**src/ggt_pkg.sv**
```systemverilog
package ggt_pkg;

    // Clock and timing
    localparam int  CLK_MHZ          = 50;
    localparam int  TEMP_PWM_HZ      = 9000;
    localparam int  PWM_PERIOD_CYC   = (CLK_MHZ * 1000000) / TEMP_PWM_HZ;
    localparam int  MIN_PULSE_NS     = 30;
    localparam int  MIN_PULSE_CYC    = (MIN_PULSE_NS * CLK_MHZ + 999) / 1000;
    localparam int  DUTY_LO_PCT      = 3;
    localparam int  DUTY_HI_PCT      = 82;
    localparam int  TEMP_LO_C        = 25;
    localparam int  TEMP_HI_C        = 150;

    // Slew settings in V/ns
    localparam logic [7:0] SLEW_GND_VNS  = 8'h96;   // 150
    localparam logic [7:0] SLEW_RAIL_VNS = 8'h64;   // 100
    localparam logic [7:0] SLEW_MIN_VNS  = 8'h14;   // 20
    localparam logic [7:0] SLEW_MAX_VNS  = 8'h96;   // 150

    // Strap code layout: 0 = short to ground, all ones = short to rail
    localparam int          STRAP_W         = 6;
    localparam logic [5:0]  STRAP_GND_CODE  = 6'h00;
    localparam logic [5:0]  STRAP_RAIL_CODE = 6'h3F;
    localparam int          FILT_SHIFT      = 4;

    // Reset values
    localparam logic [7:0]  SLEW_RST        = 8'h96;
    localparam logic [7:0]  TEMP_RST        = 8'h00;

    // Turn-on assist states
    typedef enum logic [2:0] {
        AS_OFF_WAIT_POS,
        AS_WAIT_NEG,
        AS_ASSIST_ON,
        AS_LOCK_OFF,
        AS_CMD_ON
    } ggt_assist_type;

    // Drain sensor bundle
    typedef struct packed {
        logic vds_pos;     // Drain voltage positive
        logic vds_neg;     // Drain voltage negative (third quadrant)
        logic id_fwd;      // First-quadrant current
    } ggt_sense_type;

endpackage

```
**src/ggt_gate_assist_temp.sv**
```systemverilog
// Behaviour
// - Strap to ground selects 150V/ns; strap to 5V rail selects 100V/ns.
// - Rail strap checked once at power up; then strap is no longer sampled.
// - Resistor strap maps to slew between 20 V/ns and 150V/ns.
// - Otherwise strap sampled continuously through heavy noise filter.
// - Temperature output is PWM, nominal 9kHz, new duty each period.
// - High pulse never under about 30ns; cold die gives minimum pulse.
// - 25C to 150C maps onto duty 3% to 82%.
// - Above 150C duty keeps rising linearly until it clamps at one clock short of the period.
// - Overheat holds output high until temperature falls past hysteresis.
// - Diode operation blocks forward current, conducts reverse current.
// - Assist turns transistor on at reverse current after zero-voltage transition.
// - Assist turns off only as shoot-through protection.
// - After command falls, positive drain voltage must arm reverse detection.
// - Command rise from any state turns transistor on; assist idle.
// - Assist turns on at most once per command cycle.
// - Forward current after assisted turn-on locks off until command rises.
`timescale 1ns/1ps
module ggt_gate_assist_temp
    import ggt_pkg::*;
#(
    parameter int PERIOD_CYC = PWM_PERIOD_CYC,     // PWM period in clocks
    parameter int FILT_LEN   = 256                 // Strap filter dwell in clocks
) (
    input  wire logic               mclk,          // 50 MHz clock
    input  wire logic               sys_rst,       // Synchronous reset, active high
    input  wire logic               gate_cmd,      // Gate command from controller
    input  wire logic [STRAP_W-1:0] strap_code,    // Digitised strap pin level
    input  wire logic [7:0]         temp_c,        // Die temperature, degrees C
    input  wire logic               ot_fault,      // Overheat with hysteresis
    input  wire logic               vds_pos,       // Drain voltage positive
    input  wire logic               vds_neg,       // Drain voltage negative
    input  wire logic               id_fwd,        // First-quadrant current seen
    output logic                    fet_on,        // Transistor on command
    output logic [7:0]              slew_vns,      // Selected turn-on slew, V/ns
    output logic                    slew_locked,   // Rail strap found at power up
    output logic                    temp_pwm       // Temperature PWM output
);

    localparam int CW = $clog2(PERIOD_CYC + 1);
    localparam int FW = $clog2(FILT_LEN + 1);

    // Duty in clocks for a temperature: linear through 3% at 25C, 82% at 150C
    // Worked in int; the largest product stays far inside 32 bits
    function automatic logic [CW-1:0] duty_of(input logic [7:0] t);
        int d;
        d = (DUTY_LO_PCT * PERIOD_CYC) / 100
          + ((int'(t) - TEMP_LO_C) * (DUTY_HI_PCT - DUTY_LO_PCT) * PERIOD_CYC)
            / ((TEMP_HI_C - TEMP_LO_C) * 100);
        if (d < MIN_PULSE_CYC) begin
            d = MIN_PULSE_CYC;
        end
        if (d > PERIOD_CYC - 1) begin
            d = PERIOD_CYC - 1;
        end
        return CW'(d);
    endfunction

    // Strap code to slew: linear 150V/ns near ground up to 20V/ns high
    // Codes past the last resistor step clamp at the slowest setting
    function automatic logic [7:0] slew_of(input logic [STRAP_W-1:0] c);
        int s;
        if (c == STRAP_GND_CODE) begin
            s = int'(SLEW_GND_VNS);
        end else begin
            s = int'(SLEW_MAX_VNS) - ((int'(c) - 1)
              * (int'(SLEW_MAX_VNS) - int'(SLEW_MIN_VNS))) / (int'(STRAP_RAIL_CODE) - 2);
            if (s < int'(SLEW_MIN_VNS)) begin
                s = int'(SLEW_MIN_VNS);
            end
        end
        return 8'(s);
    endfunction

    // Synchronisers: first stage feeds only the second.
    // Strap and temperature are multi-bit words; each has its own guard
    // downstream (dwell filter, double look) against torn samples.
    logic                 cmd_s1_r, cmd_s2_r, cmd_d_r;
    logic [STRAP_W-1:0]   strap_s1_r, strap_s2_r;
    logic [7:0]           temp_s1_r, temp_s2_r;
    logic [7:0]           temp_s3_r;            // Second look at settled temperature
    logic                 ot_s1_r, ot_s2_r;
    ggt_sense_type        sns_s1_r, sns_s2_r;

    always_ff @(posedge mclk) begin
        if (sys_rst) begin
            cmd_s1_r   <= 1'b0;
            cmd_s2_r   <= 1'b0;
            cmd_d_r    <= 1'b0;
            strap_s1_r <= STRAP_GND_CODE;
            strap_s2_r <= STRAP_GND_CODE;
            temp_s1_r  <= TEMP_RST;
            temp_s2_r  <= TEMP_RST;
            temp_s3_r  <= TEMP_RST;
            ot_s1_r    <= 1'b0;
            ot_s2_r    <= 1'b0;
            sns_s1_r   <= '0;
            sns_s2_r   <= '0;
        end else begin
            cmd_s1_r   <= gate_cmd;
            cmd_s2_r   <= cmd_s1_r;
            cmd_d_r    <= cmd_s2_r;
            strap_s1_r <= strap_code;
            strap_s2_r <= strap_s1_r;
            temp_s1_r  <= temp_c;
            temp_s2_r  <= temp_s1_r;
            temp_s3_r  <= temp_s2_r;
            ot_s1_r    <= ot_fault;
            ot_s2_r    <= ot_s1_r;
            sns_s1_r   <= '{vds_pos: vds_pos, vds_neg: vds_neg, id_fwd: id_fwd};
            sns_s2_r   <= sns_s1_r;
        end
    end

    // ---------------- Strap / slew ----------------
    logic                 init_r, init_nxt;
    logic                 lock_r, lock_nxt;
    logic [STRAP_W-1:0]   cand_r, cand_nxt;
    logic [FW-1:0]        dwell_r, dwell_nxt;
    logic [7:0]           slew_r, slew_nxt;
    logic [1:0]           boot_r, boot_nxt;

    // Filter: a new code must hold steady for FILT_LEN clocks before it counts,
    // so switching spikes on the strap never move the slew setting.
    // Limitation: a strap moved faster than the dwell is never taken up.
    always_comb begin
        lock_nxt  = lock_r;
        cand_nxt  = cand_r;
        dwell_nxt = dwell_r;
        slew_nxt  = slew_r;
        if (init_r) begin
            lock_nxt = (strap_s2_r == STRAP_RAIL_CODE);
            slew_nxt = (strap_s2_r == STRAP_RAIL_CODE) ? SLEW_RAIL_VNS
                                                       : slew_of(strap_s2_r);
            cand_nxt = strap_s2_r;
        end else if (!lock_r) begin
            if (strap_s2_r != cand_r) begin
                cand_nxt  = strap_s2_r;
                dwell_nxt = '0;
            end else if (dwell_r != FW'(FILT_LEN)) begin
                dwell_nxt = dwell_r + FW'(1);
            end else begin
                slew_nxt = slew_of(cand_r);
            end
        end
    end

    // Init pulses for one clock, once the synchronisers hold the strap level;
    // the boot counter saturates so the one-time check cannot come back
    always_comb begin
        boot_nxt = (boot_r == 2'h3) ? boot_r : boot_r + 2'h1;
        init_nxt = (boot_r == 2'h2);
    end

    always_ff @(posedge mclk) begin
        if (sys_rst) begin
            boot_r  <= 2'h0;
            init_r  <= 1'b0;
            lock_r  <= 1'b0;
            cand_r  <= STRAP_GND_CODE;
            dwell_r <= '0;
            slew_r  <= SLEW_RST;
        end else begin
            boot_r  <= boot_nxt;
            init_r  <= init_nxt;
            lock_r  <= lock_nxt;
            cand_r  <= cand_nxt;
            dwell_r <= dwell_nxt;
            slew_r  <= slew_nxt;
        end
    end

    // ---------------- Temperature PWM ----------------
    logic [CW-1:0] cnt_r, cnt_nxt;
    logic [CW-1:0] duty_r, duty_nxt;
    logic [CW-1:0] hi_r, hi_nxt;
    logic          pwm_r, pwm_nxt;
    logic          per_end;
    logic          temp_steady;
    logic          pwm_raw;

    // Duty is latched at period start so each period carries one clean value.
    // The temperature word crosses domains as loose bits, so a sample is used
    // only when two successive looks agree; otherwise the previous duty is
    // kept one more period rather than risk a torn value.
    always_comb begin
        per_end     = (cnt_r == CW'(PERIOD_CYC - 1));
        temp_steady = (temp_s2_r == temp_s3_r);
        cnt_nxt  = per_end ? '0 : cnt_r + CW'(1);
        duty_nxt = duty_r;
        if (per_end && temp_steady) begin
            duty_nxt = duty_of(temp_s2_r);
        end
        if (ot_s2_r) begin
            pwm_raw = 1'b1;
        end else begin
            pwm_raw = (cnt_nxt < duty_nxt);
        end
        // minimum width: a pulse once started runs for the floor
        // so a one-clock overheat glitch cannot leave a runt on the pin
        pwm_nxt = pwm_raw || (pwm_r && (hi_r < CW'(MIN_PULSE_CYC)));
        if (!pwm_nxt) begin
            hi_nxt = '0;
        end else if (hi_r < CW'(MIN_PULSE_CYC)) begin
            hi_nxt = hi_r + CW'(1);
        end else begin
            hi_nxt = hi_r;
        end
    end

    // Counter starts on the last count so the first period opens on release
    always_ff @(posedge mclk) begin
        if (sys_rst) begin
            cnt_r  <= CW'(PERIOD_CYC - 1);
            duty_r <= CW'(MIN_PULSE_CYC);
            hi_r   <= '0;
            pwm_r  <= 1'b0;
        end else begin
            cnt_r  <= cnt_nxt;
            duty_r <= duty_nxt;
            hi_r   <= hi_nxt;
            pwm_r  <= pwm_nxt;
        end
    end

    // ---------------- Turn-on assist ----------------
    ggt_assist_type st_r, st_nxt;
    logic           fet_r, fet_nxt;

    // States in order of a normal command cycle: command on, wait for the
    // drain to swing positive, wait for it to go negative after the soft
    // transition, assisted on, and locked off after a shoot-through hint.
    // Limitation: sensor levels are seen two clocks late, so a positive
    // swing shorter than a clock may be missed and the assist skipped.
    // diode behaviour: off blocks forward, on conducts reverse
    always_comb begin
        st_nxt = st_r;
        if (cmd_s2_r && !cmd_d_r) begin
            st_nxt = AS_CMD_ON;
        end else begin
            unique case (st_r)
                AS_OFF_WAIT_POS: begin
                    if (sns_s2_r.vds_pos) begin
                        st_nxt = AS_WAIT_NEG;
                    end
                end
                AS_WAIT_NEG: begin
                    if (sns_s2_r.vds_neg) begin
                        st_nxt = AS_ASSIST_ON;
                    end
                end
                AS_ASSIST_ON: begin
                    if (sns_s2_r.id_fwd) begin
                        st_nxt = AS_LOCK_OFF;
                    end
                end
                AS_LOCK_OFF: st_nxt = AS_LOCK_OFF;
                AS_CMD_ON: begin
                    if (!cmd_s2_r) begin
                        st_nxt = AS_OFF_WAIT_POS;
                    end
                end
            endcase
        end
        // Transistor level follows the next state, so both move on one edge
        fet_nxt = (st_nxt == AS_ASSIST_ON) || (st_nxt == AS_CMD_ON);
    end

    // Power-up start state is the wait for reverse current
    always_ff @(posedge mclk) begin
        if (sys_rst) begin
            st_r  <= AS_WAIT_NEG;
            fet_r <= 1'b0;
        end else begin
            st_r  <= st_nxt;
            fet_r <= fet_nxt;
        end
    end

    // Every output is a bare register, no logic between flop and pin
    assign fet_on      = fet_r;
    assign slew_vns    = slew_r;
    assign slew_locked = lock_r;
    assign temp_pwm    = pwm_r;

endmodule // ggt_gate_assist_temp

```
**config.mk**
```make
export PLATFORM = sky130hd
export DESIGN_NAME = ggt_gate_assist_temp
export DESIGN_NICKNAME = d
export VERILOG_FILES = /design/src/ggt_pkg.sv /design/src/ggt_gate_assist_temp.sv
export SDC_FILE = /design/constraint.sdc
export NUM_CORES = 1
export LEC_CHECK = 0
export ABC_AREA = 1
export BUFFER_PORTS_ARGS = -buffer_cell sky130_fd_sc_hd__buf_2
export CORE_MARGIN = 10
export CORE_UTILIZATION = 45
export CTS_BUF_LIST = sky130_fd_sc_hd__clkbuf_4 sky130_fd_sc_hd__clkbuf_8
export DETAILED_ROUTE_END_ITERATION = 6
export GPL_TIMING_DRIVEN = 0
export PLACE_DENSITY = 0.72
export SETUP_SLACK_MARGIN = 0.02
export SYNTH_ARGS = -nofsm -noshare
export SYNTH_HDL_FRONTEND = slang
export SYNTH_SLANG_ARGS = --single-unit
```
**constraint.sdc**
```tcl
create_clock -name mclk -period 42.8 [get_ports mclk]
set_clock_uncertainty 0.1 [all_clocks]
set_input_delay 8.56 -clock mclk [delete_from_list [all_inputs] [get_ports mclk]]
set_output_delay 8.56 -clock mclk [all_outputs]
set_load 0.005 [all_outputs]
```
==> results of run 1 <==
==> kinds of logic (layout without fill, tap and decap cells) <==
family          count (synthesis)  in the layout  synth area share
xor+xnor                      285            285           0.08764
flops                         118            118           0.08111
fa+ha+maj                     336            336            0.1763
buf+inv                       954           1017            0.1407
simple gates                 2466           2466            0.4346
compound gates                377            377           0.07965
==> sequential cells by signal, summed over array words and instances, names as in the netlist, 2 cells and up <==
| register | count |
|---|---|
| temp_s2_r | 8 |
| strap_s2_r | 6 |
| cnt_r | 13 |
| sns_s2_r | 3 |
| cand_r | 6 |
| boot_r | 2 |
| strap_s1_r | 6 |
| st_r | 3 |
| slew_vns | 8 |
| sns_s1_r | 3 |
| hi_r | 13 |
| duty_r | 13 |
| temp_s3_r | 8 |
| temp_s1_r | 8 |
| dwell_r | 9 |
==> metal layers <==
| layer | wire [µm] | global-route usage | up-vias |
|---|---|---|---|
| met3 | 2487 | 0.01420 | 58 |
| met2 | 30630 | 0.2990 | 516 |
| li1 | - | - | 14307 |
| met1 | 34460 | 0.2550 | 12361 |
| met4 | 570 | 0.02140 | 2 |
| met5 | 14 | 0 | - |
==> layout make-up <==
| cell class | count | area, µm² |
|---|---|---|
| Buffer | 59 | 569.3 |
| Clock buffer | 18 | 241.5 |
| Clock inverter | 14 | 166.4 |
| Fill cell | 6619 | 33440 |
| Inverter | 895 | 3528 |
| Multi-Input combinational cell | 3464 | 22680 |
| Sequential cell | 118 | 2362 |
| Tap cell | 855 | 1070 |
| Timing Repair Buffer | 31 | 170.2 |
==> worst min-delay path: stages (launching register included) <==
cell and delay [ns]:
dfxtp_1 0.30, inv_1 0.04, nor2_1 0.03
==> worst min-delay path by stage <==
| stage | endpoint | slack, ns | start | cells past startpoint |
|---|---|---|---|---|
| 2_1_floorplan | cmd_s2_r | 0.29 | cmd_s1_r | 2 |
| 3_3_place_gp | sns_s2_r[0] | 0.29 | sns_s1_r[0] | 2 |
| 3_5_place_dp | sns_s2_r[0] | 0.29 | sns_s1_r[0] | 2 |
| 4_1_cts | sns_s2_r[0] | 0.30 | sns_s1_r[0] | 2 |
| 5_1_grt | cmd_s2_r | 0.32 | cmd_s1_r | 2 |
| 6_report | sns_s2_r[0] | 0.30 | sns_s1_r[0] | 2 |
==> stage by stage <==
step	hold WS [ns]	setup WS, ns	utilization	std cells	instance area [µm²]
after floorplan	0.2883	14.12	-	4536	29120
after global placement	0.2917	9.214	0.4724	5421	30340
after detailed placement	0.2934	10.52	0.4730	5422	30380
after CTS	0.3028	10.40	0.4794	5454	30790
after global routing	0.3157	7.410	0.4794	5454	30790
final	0.3010	10.44	0.4794	5454	30790
==> Yosys cell counts, types with 29 or more instances <==
cell type | instances | area [µm²]
xor2_1 | 246 | 2155
nand3_2 | 29 | 290.3
dfxtp_1 | 118 | 2362
nand2_1 | 1016 | 3814
nor3_1 | 81 | 405.4
o21ai_2 | 29 | 254.0
nor2_1 | 375 | 1408
nor2_4 | 33 | 371.6
nand3_1 | 345 | 1727
o21ai_0 | 118 | 590.6
nand4_1 | 95 | 594.3
nand2_2 | 204 | 1276
ha_1 | 212 | 2653
a21oi_1 | 110 | 550.5
nand2_4 | 125 | 1408
nor2_2 | 50 | 312.8
fa_1 | 124 | 2482
inv_1 | 809 | 3037
xnor2_1 | 33 | 289.0
inv_2 | 42 | 157.7
==> layout by cell type, fill, tap and decap left out, types with 29 or more instances in the layout <==
cell type and instances:
nand2_1 1016, inv_1 809, nor2_1 375, nand3_1 345
xor2_1 245, ha_1 212, nand2_2 204, nand2_4 125
fa_1 124, o21ai_0 118, dfxtp_1 118, a21oi_1 110
nand4_1 95, nor3_1 81, nor2_2 50, inv_2 42
xnor2_1 33, nor2_4 33, buf_2 31, nand3_2 29
o21ai_2 29
==> flow_summary.json, run 1 <==
{
  "outcome": "finished with violations",
  "violations": "design-rule violations",
  "max-cap-violations": 0,
  "ys_seq_elements": 118,
  "worstSetupStartpointType": "flop",
  "place_congestion": 0.9210,
  "cpMaxStageDelayCell": "nor3_1",
  "vias": 27244,
  "synth_edf_count": 0,
  "cts_setup_buffers": 0,
  "drtPass1Iterations": 7,
  "antenna_found_initial": 1,
  "cts_resized": 0,
  "die_y_um": 274.4,
  "timing.rr.end": "hi_r[10]",
  "crit_path_frequent_cell": "nand2_4",
  "drt_iter0_drc": 1633,
  "clkTransAtPathRegs_ns": 0.09,
  "synth_cells": 4536,
  "worst-path-stages": 203,
  "worstSetupEndpointType": "flop",
  "final_max_slew_viol_count": 0,
  "wl_per_cell_um": 12.50,
  "core_area_mm2": 0.06423,
  "portBuffers": 30,
  "cts_hold_buffers": 0,
  "antenna_cells": 0,
  "synth-seq-area-share": 0.08111,
  "cp-startpoint": "temp_s2_r[0]",
  "dieArea_mm2": 0.07530,
  "synth_area_mm2": 0.02912,
  "cp_num_buf_inv": 34,
  "final_layout_size_suffix_gt1_frac": 0.1529,
  "ctsRootBufferMaster": "clkbuf_8",
  "max_slew_margin": 0.3290,
  "async_reset_ff_frac": 0,
  "hold_viol": 0,
  "fin_setup_tns_ns": 0,
  "cpPeakStageDelay_ns": 0.77,
  "grt_pass1_vias": 24998,
  "clockBufferDepth": 2,
  "grt_remaining_overflow": 0,
  "grt_pass1_wl_um": 116600,
  "dp_hpwl_um": 58630,
  "synthDistinctLibCells": 84,
  "path_delay_family": "simple AND/OR/NAND/NOR gates",
  "start_util": 0.4534,
  "yosysWarnings": 0,
  "track_usage": 0.1795,
  "cts_tree": "yes",
  "num_io_pins": 32,
  "regToRegSetupSlack_ns": 10.44,
  "hold_path.class": "reg -> reg",
  "timing.rr.start": "temp_s2_r[0]",
  "tightest_slew_ns": 0.9988,
  "cts_buffers": 17,
  "drc": 9,
  "synth_area_per_cell_um2": 6.421,
  "ff2ff_path_depth": 203,
  "insertion_delay_ns": 0.46,
  "die_width_um": 274.4,
  "syn_nets": 4893,
  "via_per_inst": 4.995,
  "required_ns": 43.09,
  "max_freq_ghz": 0.03090,
  "syn_to_final_growth_pct": 5.722,
  "cp_data_arrival_time_ns": 32.65,
  "crit_fanout": 11,
  "grt_setup_unrepaired": "no",
  "endpoint": "hi_r[10]",
  "post-route-min-period_ns": 32.36,
  "cts_sinks": 118,
  "h-tree-depth": 4,
  "rows": 93,
  "routed_wl_um": 68160,
  "finalSetupViolCount": 0,
  "finalCritPeriodShare": 0.7561,
  "grt_max_degree": 24,
  "finalNetCount": 4943,
  "final_antenna_net_count": 0,
  "worstSetupPathType": "reg -> reg",
  "ys.flop_type": "dfxtp_1"
}
Power of run 1 is not shown: default switching activity piles up to over one toggle a cycle in this logic, so the estimate is an artifact.
==> run 2, diff against run 1 <==
--- a/config.mk
+++ b/config.mk
@@ -5,14 +5,14 @@
 export SDC_FILE = /design/constraint.sdc
 export NUM_CORES = 1
 export LEC_CHECK = 0
-export ABC_AREA = 1
+export ABC_AREA = 0
 export BUFFER_PORTS_ARGS = -buffer_cell sky130_fd_sc_hd__buf_2
 export CORE_MARGIN = 10
 export CORE_UTILIZATION = 45
 export CTS_BUF_LIST = sky130_fd_sc_hd__clkbuf_4 sky130_fd_sc_hd__clkbuf_8
 export DETAILED_ROUTE_END_ITERATION = 6
 export GPL_TIMING_DRIVEN = 0
-export PLACE_DENSITY = 0.72
+export PLACE_DENSITY = 0.74
 export SETUP_SLACK_MARGIN = 0.02
 export SYNTH_ARGS = -nofsm -noshare
 export SYNTH_HDL_FRONTEND = slang
==> constraint.sdc (replaced) <==
create_clock -name mclk -period 28.3 [get_ports mclk]
set_clock_uncertainty 0.1 [all_clocks]
set_input_delay 5.66 -clock mclk [delete_from_list [all_inputs] [get_ports mclk]]
set_output_delay 5.66 -clock mclk [all_outputs]
set_load 0.005 [all_outputs]
==> flow_summary.json, run 2 <==
{
  "required_ns": 28.56,
  "timing.rr.end": "hi_r[9]",
  "antenna_found_initial": 0,
  "holdPathStages": 2,
  "insertion_delay_ns": 0.43,
  "regToRegSetupSlack_ns": -2.65,
  "syn_nets": 4280,
  "cts_buffers": 17,
  "clockBufferDepth": 2,
  "grt_pass1_vias": 29993,
  "hold_viol": 0,
  "fin_setup_tns_ns": -46.00,
  "synth_edf_count": 0,
  "tightest_slew_ns": 1.520,
  "rows": 93,
  "largestRegisters": "cnt_r: 13 flops, duty_r: 13 flops, hi_r: 13 flops",
  "via_per_inst": 6.209,
  "wl_per_cell_um": 18.19,
  "max_freq_ghz": 0.03232,
  "grt_pass1_wl_um": 147500,
  "final_antenna_net_count": 0,
  "antenna_cells": 0,
  "dp_cells": 4808,
  "synth_area_mm2": 0.02943,
  "max-cap-violations": 1,
  "worstSetupEndpointType": "flop",
  "track_usage": 0.2253,
  "post-route-min-period_ns": 30.95,
  "h-tree-depth": 4,
  "min_from": "hi_r[12]",
  "yosysTopAreaCell": "ha_1",
  "crit_fanout": 10,
  "grt_setup_unrepaired": "yes",
  "final_max_slew_viol_count": 11,
  "dieArea_mm2": 0.07602,
  "synth_common_cells": "359 x nor2_1, 316 x nand2_1, 285 x inv_1",
  "finalSetupViolCount": 26,
  "num_io_pins": 32,
  "async_reset_ff_frac": 0,
  "routed_wl_um": 95010,
  "portBuffers": 30,
  "worstSetupPathType": "reg -> reg",
  "grt_remaining_overflow": 0,
  "synth_cells": 3923,
  "path_delay_family": "compound AO/OA/AOI/OAI gates",
  "yosysWarnings": 0,
  "synth-seq-area-share": 0.08028,
  "ctsRootBufferMaster": "clkbuf_8",
  "cp_num_buf_inv": 28,
  "cts_sinks": 118,
  "violations": "max-capacitance violations, max-slew violations, negative setup slack",
  "yosysMostFrequentCell": "nor2_1",
  "ff2ff_path_depth": 139,
  "final_cell_mix": "371 x buf_4, 340 x nor2_1, 305 x nand2_1",
  "grt_max_degree": 17,
  "final_layout_size_suffix_gt1_frac": 0.2566,
  "cpPeakStageDelay_ns": 0.58,
  "die_y_um": 275.7,
  "outcome": "finished with violations",
  "place_congestion": 0.9387,
  "hold_path.class": "reg -> reg",
  "syn_to_final_growth_pct": 29.72,
  "ys.flop_type": "dfxtp_1",
  "ys_seq_elements": 118,
  "drtPass1Iterations": 6,
  "worstSetupStartpointType": "flop",
  "crit_path_frequent_cell": "buf_4",
  "synthDistinctLibCells": 140,
  "yosys.area.top_type_share": 0.09014,
  "cp-startpoint": "temp_s2_r[0]",
  "cp_data_arrival_time_ns": 31.21,
  "start_util": 0.4557,
  "synth.top_cells.by_area": "ha_1 9.0%, fa_1 8.4%, dfxtp_1 8.0%",
  "finalCritPeriodShare": 1.093,
  "worstHoldEndpoint": "hi_r[12]",
  "die_width_um": 275.7,
  "drt_iter0_drc": 2768,
  "max_slew_margin": -0.02067,
  "finalNetCount": 4712,
  "layout_commonest_cell": "buf_4",
  "cts_tree": "yes",
  "dp_hpwl_um": 64580,
  "stdcell_count": 5223,
  "core_area_mm2": 0.06458,
  "timing.rr.start": "temp_s2_r[0]",
  "vias": 32432,
  "drc": 0,
  "setup_slack_ns": -2.645,
  "synth_area_per_cell_um2": 7.501,
  "cpMaxStageDelayCell": "or4_4",
  "clkTransAtPathRegs_ns": 0.07
}
run 2: per-layer routing:
layer	global-route usage	share of wire	vias up
met4	0.06336	0.034	0
met3	0.02406	0.063	360
met5	0	0	-
li1	-	-	15202
met1	0.2938	0.42	15471
met2	0.3877	0.48	1399
run 2: worst min-delay path, stage by stage, from the launching register on:
cell and delay (ns):
dfxtp_1 0.31, nand2_1 0.05, a21oi_1 0.03
run 2: cell type report:
class	count	area, µm²
Buffer	127	696.9
Fill cell	5372	26410
Sequential cell	118	2371
Tap cell	855	1070
Multi-Input combinational cell	3391	29330
Clock buffer	19	255.2
Timing Repair Buffer	415	3236
Clock inverter	13	125.1
Inverter	285	1087
run 2: what timing repair did:
item                       CTS  global route
hold buffers                 0             0
resized for setup          352           200
gates cloned                 5             1
buffers inserted           256           129
setup endpoints to repair   27            27
pin swaps                  180           144
run 2: worst max-delay path by stage:
stage / depth (start not counted) / end
2_1_floorplan: 127 / hi_r[10]
3_3_place_gp: 128 / temp_pwm
3_5_place_dp: 130 / hi_r[7]
4_1_cts: 132 / hi_r[10]
5_1_grt: 144 / hi_r[6]
6_report: 139 / hi_r[9]
run 2: per-stage QoR:
stage | instance area (µm²) | setup WS (ns) | util | hold WS [ns]
after floorplan | 30500 | -0.5855 | - | 0.3117
after CTS | 36190 | -1.480 | 0.5603 | 0.3356
after detailed placement | 31720 | -5.880 | 0.4912 | 0.3204
after global routing | 38170 | -3.762 | 0.5911 | 0.3468
after global placement | 31720 | -5.574 | 0.4912 | 0.3144
final | 38170 | -2.645 | 0.5911 | 0.3348
run 2: cells by family (layout without fill, tap and decap cells):
logic type,Yosys count,count (layout),synth area share
flip-flops,118,118,0.08028
multiplexers,90,90,0.03291
adder cells (fa/ha/maj),352,352,0.1799
AND/OR/NAND/NOR,1406,1407,0.2471
buffers and inverters,418,859,0.05659
AO/OA/AOI/OAI,1138,1140,0.2818
XOR/XNOR,401,402,0.1214
Power of run 2 is left out for the same reason.
